==> src/hdl/ucte_pkg.sv <==
// Shared constants for the up-counter timer with event capture
package ucte_pkg;
  // Register byte offsets on the APB slave
  localparam logic [7:0] OFS_CTRL = 8'h00;
  localparam logic [7:0] OFS_COMPARE = 8'h04;
  localparam logic [7:0] OFS_CAPTURE = 8'h08;
  localparam logic [7:0] OFS_COUNT = 8'h0c;
  localparam logic [7:0] OFS_STATUS = 8'h10;
  // Control register field positions
  localparam int CTL_MODE_LSB = 0;
  localparam int CTL_CLK_LSB = 2;
  localparam int CTL_RUN_LSB = 4;
  localparam int CTL_CAP_BIT = 6;
  localparam int CTL_TAP_BIT = 8;
  localparam int CTL_SLOW_BIT = 9;
  localparam int CTL_W = 10;
  localparam logic [9:0] CTL_RESET = 10'h000;
  // Run control codes
  localparam logic [1:0] RUN_STOP = 2'h0;
  localparam logic [1:0] RUN_CMD = 2'h1;
  localparam logic [1:0] RUN_RISE = 2'h2;
  localparam logic [1:0] RUN_FALL = 2'h3;
  // Source clock codes, code 3 is the input pin
  localparam logic [1:0] CLK_PIN = 2'h3;
  // Operating mode code for timer, trigger timer and event counter
  localparam logic [1:0] MODE_BASIC = 2'h0;
  // Prescaler divide exponents for codes 0, 1 and 2
  localparam int PRE_LOG2_C0 = 11;
  localparam int PRE_LOG2_C1 = 7;
  localparam int PRE_LOG2_C2 = 3;
  // Noise filter: pulses up to this many fc cycles are dropped
  localparam int FILTER_REJECT_FC = 4;
  localparam logic [15:0] COUNT_ZERO = 16'h0000;
  localparam logic [15:0] COUNT_ONE = 16'h0001;
  // Counter states
  typedef enum logic [1:0] {ST_STOP, ST_WAIT_TRIG, ST_RUN} ucte_state_type;
endpackage

==> src/hdl/ucte_top.sv <==
// Up-counter timer with compare, auto capture and APB registers
//
// Design decisions made here: the APB interface to the registers and the register addresses.
`timescale 1ns/1ps
module ucte_top #(
  parameter int CNT_W = 16,
  parameter int DIV_W = 13,
  parameter int SLOW_LOG2 = 12
) (
  input wire logic CLOCK,
  input wire logic RESETN,
  input wire logic PSEL,
  input wire logic PENABLE,
  input wire logic PWRITE,
  input wire logic [7:0] PADDR,
  input wire logic [31:0] PWDATA,
  input wire logic [3:0] PSTRB,
  output logic [31:0] PRDATA,
  output logic PREADY,
  output logic PSLVERR,
  input wire logic TIMER_INPUT_PIN,
  output logic TIMER_MATCH_IRQ
);
  // Control register and its fields
  logic [ucte_pkg::CTL_W-1:0] timer_control_reg;
  logic [1:0] operating_mode_sel;
  logic [1:0] source_clock_sel;
  logic [1:0] run_control;
  logic auto_capture_en; // Shares its bit with trigger_stop_sel
  logic trigger_stop_sel;
  logic prescaler_tap_sel;
  logic low_speed_mode; // Covers the low speed sleep mode too

  // Counting state
  logic [CNT_W-1:0] counter;
  logic [CNT_W-1:0] compare_a_reg;
  logic [CNT_W-1:0] capture_b_reg;
  logic [CNT_W-1:0] compare_buf; // Written bytes awaiting load
  logic compare_pending; // Upper byte written, load at next tick
  ucte_pkg::ucte_state_type state;

  // Pin and tick signals
  logic src_tick; // Internal source clock tick
  logic pin_level; // Filtered pin
  logic pin_prev;
  logic rise_edge;
  logic fall_edge;
  logic count_edge; // Selected edge of the pin
  logic opp_edge; // Edge opposite to the selected one

  // Mode decode
  logic mode_ok;
  logic event_mode;
  logic timer_mode;
  logic trig_mode;
  logic match;
  logic step; // Count step for the active mode
  logic load_tick; // Source clock edge used for compare load

  // Bus decode
  logic access;
  logic wr;
  logic addr_ok;

  assign operating_mode_sel = timer_control_reg[ucte_pkg::CTL_MODE_LSB +: 2];
  assign source_clock_sel = timer_control_reg[ucte_pkg::CTL_CLK_LSB +: 2];
  assign run_control = timer_control_reg[ucte_pkg::CTL_RUN_LSB +: 2];
  assign auto_capture_en = timer_control_reg[ucte_pkg::CTL_CAP_BIT];
  assign trigger_stop_sel = timer_control_reg[ucte_pkg::CTL_CAP_BIT];
  assign prescaler_tap_sel = timer_control_reg[ucte_pkg::CTL_TAP_BIT];
  assign low_speed_mode = timer_control_reg[ucte_pkg::CTL_SLOW_BIT];

  // Prescaler for the three internal taps
  ucte_prescaler #(
    .DIV_W(DIV_W),
    .SLOW_LOG2(SLOW_LOG2)
  ) u_prescaler (
    .clock(CLOCK),
    .resetn(RESETN),
    .clk_sel(source_clock_sel),
    .tap_sel(prescaler_tap_sel),
    .tick(src_tick)
  );

  // Pin synchroniser and noise filter
  ucte_pin_filter u_filter (
    .clock(CLOCK),
    .resetn(RESETN),
    .pin(TIMER_INPUT_PIN),
    .bypass(low_speed_mode),
    .level(pin_level)
  );

  // Edge detection on the filtered level
  always_ff @(posedge CLOCK) begin
    if (!RESETN) begin
      pin_prev <= 1'b0;
    end else begin
      pin_prev <= pin_level;
    end
  end

  // Mode and edge decode
  always_comb begin
    rise_edge = pin_level && !pin_prev;
    fall_edge = !pin_level && pin_prev;
    count_edge = (run_control == ucte_pkg::RUN_FALL) ? fall_edge : rise_edge;
    opp_edge = (run_control == ucte_pkg::RUN_FALL) ? rise_edge : fall_edge;
    mode_ok = operating_mode_sel == ucte_pkg::MODE_BASIC;
    event_mode = mode_ok && source_clock_sel == ucte_pkg::CLK_PIN &&
      run_control[1];
    timer_mode = mode_ok && source_clock_sel != ucte_pkg::CLK_PIN &&
      run_control == ucte_pkg::RUN_CMD;
    trig_mode = mode_ok && source_clock_sel != ucte_pkg::CLK_PIN && run_control[1];
    match = counter == compare_a_reg;
    step = event_mode ? count_edge : src_tick;
    load_tick = (source_clock_sel == ucte_pkg::CLK_PIN) ? count_edge : src_tick;
  end

  // Run state: stop, waiting for a trigger, or counting
  always_ff @(posedge CLOCK) begin
    if (!RESETN) begin
      state <= ucte_pkg::ST_STOP;
    end else if (timer_mode || event_mode) begin
      state <= ucte_pkg::ST_RUN;
    end else if (!trig_mode) begin
      state <= ucte_pkg::ST_STOP;
    end else begin
      case (state)
        ucte_pkg::ST_RUN: begin
          // Match wins over a stop edge in the same cycle
          if (src_tick && match) begin
            state <= ucte_pkg::ST_WAIT_TRIG;
          end else if (trigger_stop_sel && opp_edge) begin
            state <= ucte_pkg::ST_WAIT_TRIG;
          end
        end
        ucte_pkg::ST_WAIT_TRIG: begin
          if (count_edge) begin
            state <= ucte_pkg::ST_RUN;
          end
        end
        default: begin
          state <= ucte_pkg::ST_WAIT_TRIG;
        end
      endcase
    end
  end

  // Up-counter
  always_ff @(posedge CLOCK) begin
    if (!RESETN) begin
      counter <= ucte_pkg::COUNT_ZERO;
    end else if (!(timer_mode || event_mode || trig_mode)) begin
      counter <= ucte_pkg::COUNT_ZERO;
    end else if (event_mode) begin
      // Match is judged on the opposite edge, so it sees a settled count
      if (opp_edge && match) begin
        counter <= ucte_pkg::COUNT_ZERO;
      end else if (count_edge) begin
        counter <= counter + ucte_pkg::COUNT_ONE;
      end
    end else if (state != ucte_pkg::ST_RUN) begin
      counter <= ucte_pkg::COUNT_ZERO;
    end else if (trig_mode && trigger_stop_sel && opp_edge && !(src_tick && match)) begin
      counter <= ucte_pkg::COUNT_ZERO;
    end else if (src_tick) begin
      if (match) begin
        counter <= ucte_pkg::COUNT_ZERO;
      end else begin
        counter <= counter + ucte_pkg::COUNT_ONE;
      end
    end
  end

  // Match pulse; repeated trigger edges never reach here
  always_ff @(posedge CLOCK) begin
    if (!RESETN) begin
      TIMER_MATCH_IRQ <= 1'b0;
    end else if (event_mode) begin
      TIMER_MATCH_IRQ <= opp_edge && match;
    end else begin
      TIMER_MATCH_IRQ <= (timer_mode || trig_mode) && state == ucte_pkg::ST_RUN &&
        src_tick && match;
    end
  end

  // Auto capture; readers must allow one tick after enabling
  always_ff @(posedge CLOCK) begin
    if (!RESETN) begin
      capture_b_reg <= ucte_pkg::COUNT_ZERO;
    end else if (auto_capture_en && (timer_mode || event_mode) && step) begin
      capture_b_reg <= counter;
    end
  end

  // Compare buffer; the upper byte arms the load
  always_ff @(posedge CLOCK) begin
    if (!RESETN) begin
      compare_buf <= ucte_pkg::COUNT_ZERO;
      compare_pending <= 1'b0;
    end else if (wr && PADDR == ucte_pkg::OFS_COMPARE) begin
      if (PSTRB[0]) begin
        compare_buf[7:0] <= PWDATA[7:0];
      end
      if (PSTRB[1]) begin
        compare_buf[15:8] <= PWDATA[15:8];
        compare_pending <= 1'b1;
      end
    end else if (load_tick) begin
      compare_pending <= 1'b0;
    end
  end

  // Active compare value changes only on a source clock edge
  always_ff @(posedge CLOCK) begin
    if (!RESETN) begin
      compare_a_reg <= ucte_pkg::COUNT_ZERO;
    end else if (compare_pending && load_tick) begin
      compare_a_reg <= compare_buf;
    end
  end

  // Bus decode; one wait state gives registered answers
  always_comb begin
    access = PSEL && PENABLE && !PREADY;
    wr = PSEL && PENABLE && PREADY && PWRITE && !PSLVERR;
    case (PADDR)
      ucte_pkg::OFS_CTRL, ucte_pkg::OFS_COMPARE: addr_ok = 1'b1;
      ucte_pkg::OFS_CAPTURE, ucte_pkg::OFS_COUNT: addr_ok = !PWRITE;
      ucte_pkg::OFS_STATUS: addr_ok = !PWRITE;
      default: addr_ok = 1'b0;
    endcase
  end

  // Control register write with byte strobes
  always_ff @(posedge CLOCK) begin
    if (!RESETN) begin
      timer_control_reg <= ucte_pkg::CTL_RESET;
    end else if (wr && PADDR == ucte_pkg::OFS_CTRL) begin
      if (PSTRB[0]) begin
        timer_control_reg[7:0] <= PWDATA[7:0];
      end
      if (PSTRB[1]) begin
        timer_control_reg[9:8] <= PWDATA[9:8];
      end
    end
  end

  // Answer: ready, error and read data all from flops
  always_ff @(posedge CLOCK) begin
    if (!RESETN) begin
      PREADY <= 1'b0;
      PSLVERR <= 1'b0;
      PRDATA <= 32'h0000_0000;
    end else begin
      PREADY <= access;
      PSLVERR <= access && !addr_ok;
      PRDATA <= 32'h0000_0000;
      if (access && !PWRITE) begin
        case (PADDR)
          ucte_pkg::OFS_CTRL: PRDATA <= {22'h00_0000, timer_control_reg};
          ucte_pkg::OFS_COMPARE: PRDATA <= {16'h0000, compare_a_reg};
          ucte_pkg::OFS_CAPTURE: PRDATA <= {16'h0000, capture_b_reg};
          ucte_pkg::OFS_COUNT: PRDATA <= {16'h0000, counter};
          ucte_pkg::OFS_STATUS: PRDATA <= {28'h000_0000, compare_pending,
            pin_level, state == ucte_pkg::ST_WAIT_TRIG, state == ucte_pkg::ST_RUN};
          default: PRDATA <= 32'h0000_0000;
        endcase
      end
    end
  end
endmodule

==> src/hdl/ucte_prescaler.sv <==
// Free running prescaler that yields the internal source clock tick
`timescale 1ns/1ps
module ucte_prescaler #(
  parameter int DIV_W = 13,
  parameter int SLOW_LOG2 = 12
) (
  input wire logic clock,
  input wire logic resetn,
  input wire logic [1:0] clk_sel,
  input wire logic tap_sel,
  output logic tick
);
  logic [DIV_W-1:0] divider; // Divider chain
  logic [DIV_W-1:0] mask; // Low bits that must all be one
  int exponent;

  // Exponent of the selected tap; the slow tap replaces code 0
  always_comb begin
    case (clk_sel)
      2'h0: exponent = tap_sel ? SLOW_LOG2 : ucte_pkg::PRE_LOG2_C0;
      2'h1: exponent = ucte_pkg::PRE_LOG2_C1;
      default: exponent = ucte_pkg::PRE_LOG2_C2;
    endcase
    mask = {DIV_W{1'b1}} >> (DIV_W - exponent);
  end

  // Divider runs always so a tap change never stalls it
  always_ff @(posedge clock) begin
    if (!resetn) begin
      divider <= '0;
    end else begin
      divider <= divider + {{(DIV_W-1){1'b0}}, 1'b1};
    end
  end

  // One clock tick each time the selected tap wraps
  always_ff @(posedge clock) begin
    if (!resetn) begin
      tick <= 1'b0;
    end else begin
      tick <= (divider & mask) == mask;
    end
  end
endmodule

==> src/hdl/ucte_pin_filter.sv <==
// Synchroniser and noise filter for the timer input pin
`timescale 1ns/1ps
module ucte_pin_filter #(
  parameter int REJECT = ucte_pkg::FILTER_REJECT_FC
) (
  input wire logic clock,
  input wire logic resetn,
  input wire logic pin,
  input wire logic bypass,
  output logic level
);
  logic sync1; // First stage, read only by sync2
  logic sync2; // Safe copy of the pin
  logic [3:0] run_len; // Cycles the input has differed from level

  // Two stage synchroniser
  always_ff @(posedge clock) begin
    if (!resetn) begin
      sync1 <= 1'b0;
      sync2 <= 1'b0;
    end else begin
      sync1 <= pin;
      sync2 <= sync1;
    end
  end

  // Level follows only after REJECT+1 stable cycles; slow mode skips it
  always_ff @(posedge clock) begin
    if (!resetn) begin
      level <= 1'b0;
      run_len <= 4'h0;
    end else if (bypass) begin
      level <= sync2;
      run_len <= 4'h0;
    end else if (sync2 == level) begin
      run_len <= 4'h0;
    end else if (run_len == 4'(REJECT)) begin
      level <= sync2;
      run_len <= 4'h0;
    end else begin
      run_len <= run_len + 4'h1;
    end
  end
endmodule

==> config.mk <==
export PLATFORM = sky130hd
export DESIGN_NAME = ucte_top
export DESIGN_NICKNAME = d
export VERILOG_FILES = /design/src/hdl/ucte_pkg.sv /design/src/hdl/ucte_top.sv /design/src/hdl/ucte_prescaler.sv /design/src/hdl/ucte_pin_filter.sv
export SDC_FILE = /design/constraint.sdc
export NUM_CORES = 1
export LEC_CHECK = 0
export BUFFER_PORTS_ARGS = -buffer_cell sky130_fd_sc_hd__clkbuf_2
export CAP_MARGIN = 20
export CORE_AREA = 5 5 76 148
export CTS_CLUSTER_DIAMETER = 60
export DETAILED_ROUTE_END_ITERATION = 6
export DIE_AREA = 0 0 81 153
export PLACE_DENSITY = 0.78
export RECOVER_POWER = 50
export SYNTH_ARGS = -nofsm -noshare
export SYNTH_HDL_FRONTEND = slang
export SYNTH_SLANG_ARGS = --single-unit
==> constraint.sdc <==
create_clock -name CLOCK -period 3.3 [get_ports CLOCK]
set_clock_uncertainty 0.15 [all_clocks]
set_input_delay 0.66 -clock CLOCK [delete_from_list [all_inputs] [get_ports CLOCK]]
set_output_delay 0.66 -clock CLOCK [all_outputs]
set_load 0.005 [all_outputs]
### After elaboration in Yosys (flattened, before gate mapping)

Index checks and enable logic that the tools add are counted.

* bits in registers: 134
* output and inout bits: 35

* add/subtract/negate cells: 4
* eq/ne operators: 23
* shifts and indexed selects: 1
* mux-type cells: 28
* bitwise logic cells: 3
* reductions and logical operators: 59

Operators with widths (count)
* 2-to-1 mux 16 bit: 7
* case mux 16 bit (5 select lines): 1
* case mux 32 bit (2 select lines): 1
* >> shifter 13 x 32 -> 13 bit (first input constant): 1
* subtractor 5 x 32 -> 32 bit (first input constant): 1
* logical AND 1 bit: 28
* AND reduction 2 bit: 11
* adder 16 x 1 -> 16 bit (second input constant): 1
* == test 16 bit: 1
* == test 8 x 4 -> 1 bit (second input constant): 2
* adder 13 x 1 -> 13 bit (second input constant): 1
* AND 13 bit: 1
* == test 13 bit: 1
* 2-to-1 mux 1 bit: 11
* 2-to-1 mux 2 bit: 5
* != test 2 bit (second input constant): 5
* == test 8 x 3 -> 1 bit (second input constant): 1
* == test 8 x 5 -> 1 bit (second input constant): 1
* logical NOT 8 bit: 1
* logical NOT 1 bit: 7
* == test 2 x 1 -> 1 bit (second input constant): 3
* == test 2 bit (second input constant): 3
* OR reduction 3 bit: 2
* != test 5 bit (second input constant): 1
* other kinds (16): 21

### Logic depth before layout (Yosys ltp)

* depth after elaboration: 9
* gate-level depth with buffers: 9
* gate-level depth less buffers: 7

### Cells and area by module

Synthesis repeated with hierarchy kept, for this count alone.

* cells, all modules: 605
* area, all modules: 5656.7 µm²

Modules (own cells, without submodules)
* ucte_top: times used 1, cells an instance 504, area an instance 4709.5 µm²
* ucte_prescaler: times used 1, cells an instance 73, area an instance 671.9 µm²
* ucte_pin_filter: times used 1, cells an instance 28, area an instance 275.3 µm²

### Worst setup path after synthesis

OpenSTA, ideal clock, no wires.

* kind: in2reg
* from: input port PADDR[1]
* to: register compare_buf[10]
* arrival time: 2341 ps
* data required time: 3034 ps
* setup slack: 692 ps
* stages on the path: 6
* path buffers: 0
* path through: or4_1 or3_4 nor4b_4 nand2_2 mux2i_1 nor2b_1

* cells in the longest elaborated chain, start to end: 3

RTL lines
* start, declared: RTL line ucte_top.sv:15 `input wire logic [7:0] PADDR,`
* == test 8 x 3 -> 1 bit: RTL line ucte_top.sv:202 `end else if (wr && PADDR == ucte_pkg::OFS_COMPARE) begin`
* logical AND 1 bit: RTL line ucte_top.sv:202
* AND reduction 2 bit (no source line)
* end signal, assigned: RTL line ucte_top.sv:200 `compare_buf <= ucte_pkg::COUNT_ZERO;`
* end signal, assigned: RTL line ucte_top.sv:207 `compare_buf[15:8] <= PWDATA[15:8];`
* end, declared: RTL line ucte_top.sv:38 `logic [CNT_W-1:0] compare_buf;`

No other way between the ends.
A chain may end at the register's enable or synchronous reset.

### Final worst setup path

* from: input port PADDR[1]
* to: register timer_control_reg[0] (netlist bit)

* cells in the longest elaborated chain, start to end: 3

RTL lines
* logical NOT 8 bit: RTL line ucte_top.sv:240 `end else if (wr && PADDR == ucte_pkg::OFS_CTRL) begin`
* logical AND 1 bit: RTL line ucte_top.sv:240
* AND reduction 2 bit (no source line)
* end signal, assigned: RTL line ucte_top.sv:239 `timer_control_reg <= ucte_pkg::CTL_RESET;`
* end, declared: RTL line ucte_top.sv:25 `logic [ucte_pkg::CTL_W-1:0] timer_control_reg;`

No other way between the ends.

==> impl_metrics.py <==
metrics = {
    "worst_setup_path": {
        "worst_path_max_delay_cell": "nor4_1",
        "critPathLaunchType": "primary input",
        "cp_cell_sequence": "clkbuf_2, or4_1, or3_4, nor4_1, nand2_2, mux2i_1, nor2b_1",
        "cp_top_family": "simple AND/OR/NAND/NOR gates",
        "path_class": "in2reg",
        "cp_max_fo": 8,
        "worstPathRequired_ns": 3.45,
        "rr_worst_depth": 7,
        "r2r_slack_ns": 0.40,
        "reg2reg_to": "compare_a_reg[4]",
        "crit_buf_inv": 1,
        "r2r-start": "timer_control_reg[5]",
        "cp.arrival_ns": 3.11,
        "critPathMaxStageDelay_ns": 0.69,
        "end_kind": "flop",
    },
    "global_route": {
        "overflow": 0,
        "grt_pass1_vias": 4462,
        "grt_max_degree": 82,
        "track_usage_pct": 23.09,
        "antenna_found_initial": 0,
        "grt_pass1_wl_um": 21670,
    },
    "place": {
        "dpl.hpwl_um": 9675,
        "place.gp.congestion": 0.8763,
        "io_buffer_count": 50,
    },
    "yosys": {
        "ys_warn_count": 0,
        "synth_seq_cells": 117,
        "ys_types": 54,
        "async_reset_ff_share_pct": 0,
        "postSynthAreaPerCell_um2": 9.732,
        "synth_ff_type": "dfxtp_1",
        "synthCells": 567,
        "syn_area_mm2": 0.005518,
        "synth-edff-count": 0,
        "synth_seq_area_share_pct": 42.45,
    },
    "sta": {
        "maxSlewHeadroom_pct": 14.82,
        "hold_violations": 0,
        "slew_violations": 0,
        "tightest_slew_ns": 1.278,
        "max_freq_mhz": 337.4,
        "tns_ns": 0,
        "min_period_over_period_pct": 89.81,
        "setup_viol": 0,
        "fin_crit_ns": 2.964,
        "rsz0062_at_grt": "no",
    },
    "floorplan": {
        "initial_utilization_pct": 55.07,
        "core_mm2": 0.01002,
        "dieHeight_um": 153,
        "ios": 85,
        "die_w_um": 81,
        "rows": 52,
        "die_area_mm2": 0.01239,
    },
    "route": {
        "drt-total-wl_um": 13550,
        "vias": 4370,
        "drt-initial-drc-count": 374,
        "ant_nets": 0,
        "drt_pass1_iterations": 5,
        "routedWlPerCell_um": 17.67,
        "drc": 0,
        "viasPerCell": 5.698,
    },
    "clock_tree": {
        "post_cts_resized": 0,
        "worstSkewPairLatency_ns": 0.41,
        "ctsHtreeMaxLevel": 4,
        "cts.sinks": 117,
        "clockBufferDepth": 2,
        "postCtsSetupBuffers": 0,
        "clockRootBuffer": "clkbuf_16",
        "cts_tree": "done",
        "clk_pin_slew_ns": 0.05,
        "numCtsBuffers": 17,
        "cts_hold_buf": 0,
    },
    "pwr": {
        "p_leak_nw": 2.741,
        "p_per_area_mw_per_mm2": 511.7,
        "ir_drop_mv": 0.4044,
    },
    "cells_and_area": {
        "fin_util_pct": 63.64,
        "antennaDiodeCount": 0,
        "area_growth_pct": 15.56,
        "drive_gt1_share_pct": 18.99,
        "nets": 675,
    },
    "hold_path": {
        "min_path_type": "reg2reg",
        "hold_path_end": "u_filter.sync2",
        "hold_depth": 1,
        "holdCritStartpoint": "u_filter.sync1",
    },
    "flow_run": {
        "cap_violations": 0,
    },
    "status": {
        "outcome": "finished, final reports clean",
    },
}
per-layer routing:
layer  vias to the layer above  GRT usage, %  part of all wire, %
li1                       2065             -                    -
met1                      2087         21.34                   33
met2                       162         41.90                   56
met3                        56         5.771                  5.1
met4                         0         16.20                  6.2
met5                         -             0                    0
power by group:
group          leakage (nW)  switching [mW]  internal [mW]
combinational          1.52          0.0449         0.0375
clock                 0.273           0.652           1.10
sequential            0.943         0.00427           1.42
layout by cell type (no fill, tap or decap), drive strengths merged, types with 6 or more instances in the layout:
cell type	count
xor2	21
or3	10
mux2	6
o31ai	6
inv	10
a22oi	10
and2	17
a21boi	20
and3	7
nor2b	51
a21oi	21
xnor2	9
nand2	33
o21ai	16
conb	16
nor2	28
dfxtp	117
ha	6
or4	6
clkbuf	72
mux4	10
mux2i	45
nand3	36
buf	11
clkinv	7
kinds of logic after synthesis:
kind of cell | count (synthesis) | share of synthesized area (%)
compound gates | 84 | 10.05
xor+xnor | 30 | 4.762
fa+ha+maj | 6 | 1.361
buf+inv | 55 | 5.419
flops | 117 | 42.45
mux | 61 | 13.54
other cells | 1 | 0.06796
simple gates | 213 | 22.36
synthesized netlist by cell type (all sizes together) (6+ instances only):
| master | count | area [µm²] |
|---|---|---|
| or3 | 10 | 67.56 |
| dfxtp | 117 | 2342 |
| nor2b | 51 | 319.1 |
| nor2 | 28 | 121.4 |
| a22oi | 10 | 75.07 |
| nand3 | 36 | 180.2 |
| a21oi | 21 | 112.6 |
| o21ai | 16 | 80.08 |
| mux4 | 10 | 225.2 |
| ha | 6 | 75.07 |
| mux2 | 6 | 67.56 |
| buf | 26 | 190.2 |
| mux2i | 45 | 454.2 |
| or4 | 6 | 52.55 |
| xnor2 | 9 | 78.83 |
| inv | 9 | 33.78 |
| nand2 | 33 | 133.9 |
| clkbuf | 20 | 75.07 |
| a21boi | 20 | 150.1 |
| xor2 | 21 | 183.9 |
| and3 | 7 | 43.79 |
| and2 | 17 | 106.4 |
| o31ai | 6 | 45.04 |
how the worst max path moves through the flow:
stage / from / endpoint / slack (ns) / depth (start not counted)
2_1_floorplan: PADDR[1] / compare_buf[10] / 0.69 / 6
3_3_place_gp: PADDR[1] / timer_control_reg[6] / 0.38 / 7
3_5_place_dp: PADDR[1] / compare_buf[13] / 0.36 / 7
4_1_cts: counter[9] / counter[13] / 0.56 / 6
5_1_grt: PADDR[1] / timer_control_reg[0] / 0.20 / 7
6_report: PADDR[1] / timer_control_reg[0] / 0.34 / 7
stage by stage:
step	power, mW	hold WS [ns]	cells	worst slack [ns]	area, µm²
5_1_grt	3.365	0.3057	767	0.1977	6376
4_1_cts	3.281	0.2865	767	0.5599	6407
3_3_place_gp	1.533	0.2664	735	0.3834	5841
6_report	3.262	0.2825	767	0.3362	6376
3_5_place_dp	1.536	0.2738	735	0.3598	5841
2_1_floorplan	1.515	0.2619	582	0.6925	5574
cell type report:
cell class | instances | area (µm²)
clock buffer | 19 | 432.9
clock inverter | 13 | 133.9
fill | 862 | 3643
inverter | 9 | 33.78
multi-input combinational | 410 | 2925
sequential | 117 | 2342
tap | 135 | 168.9
timing repair buffer | 64 | 339.1
(Power assumes the default switching activity.)
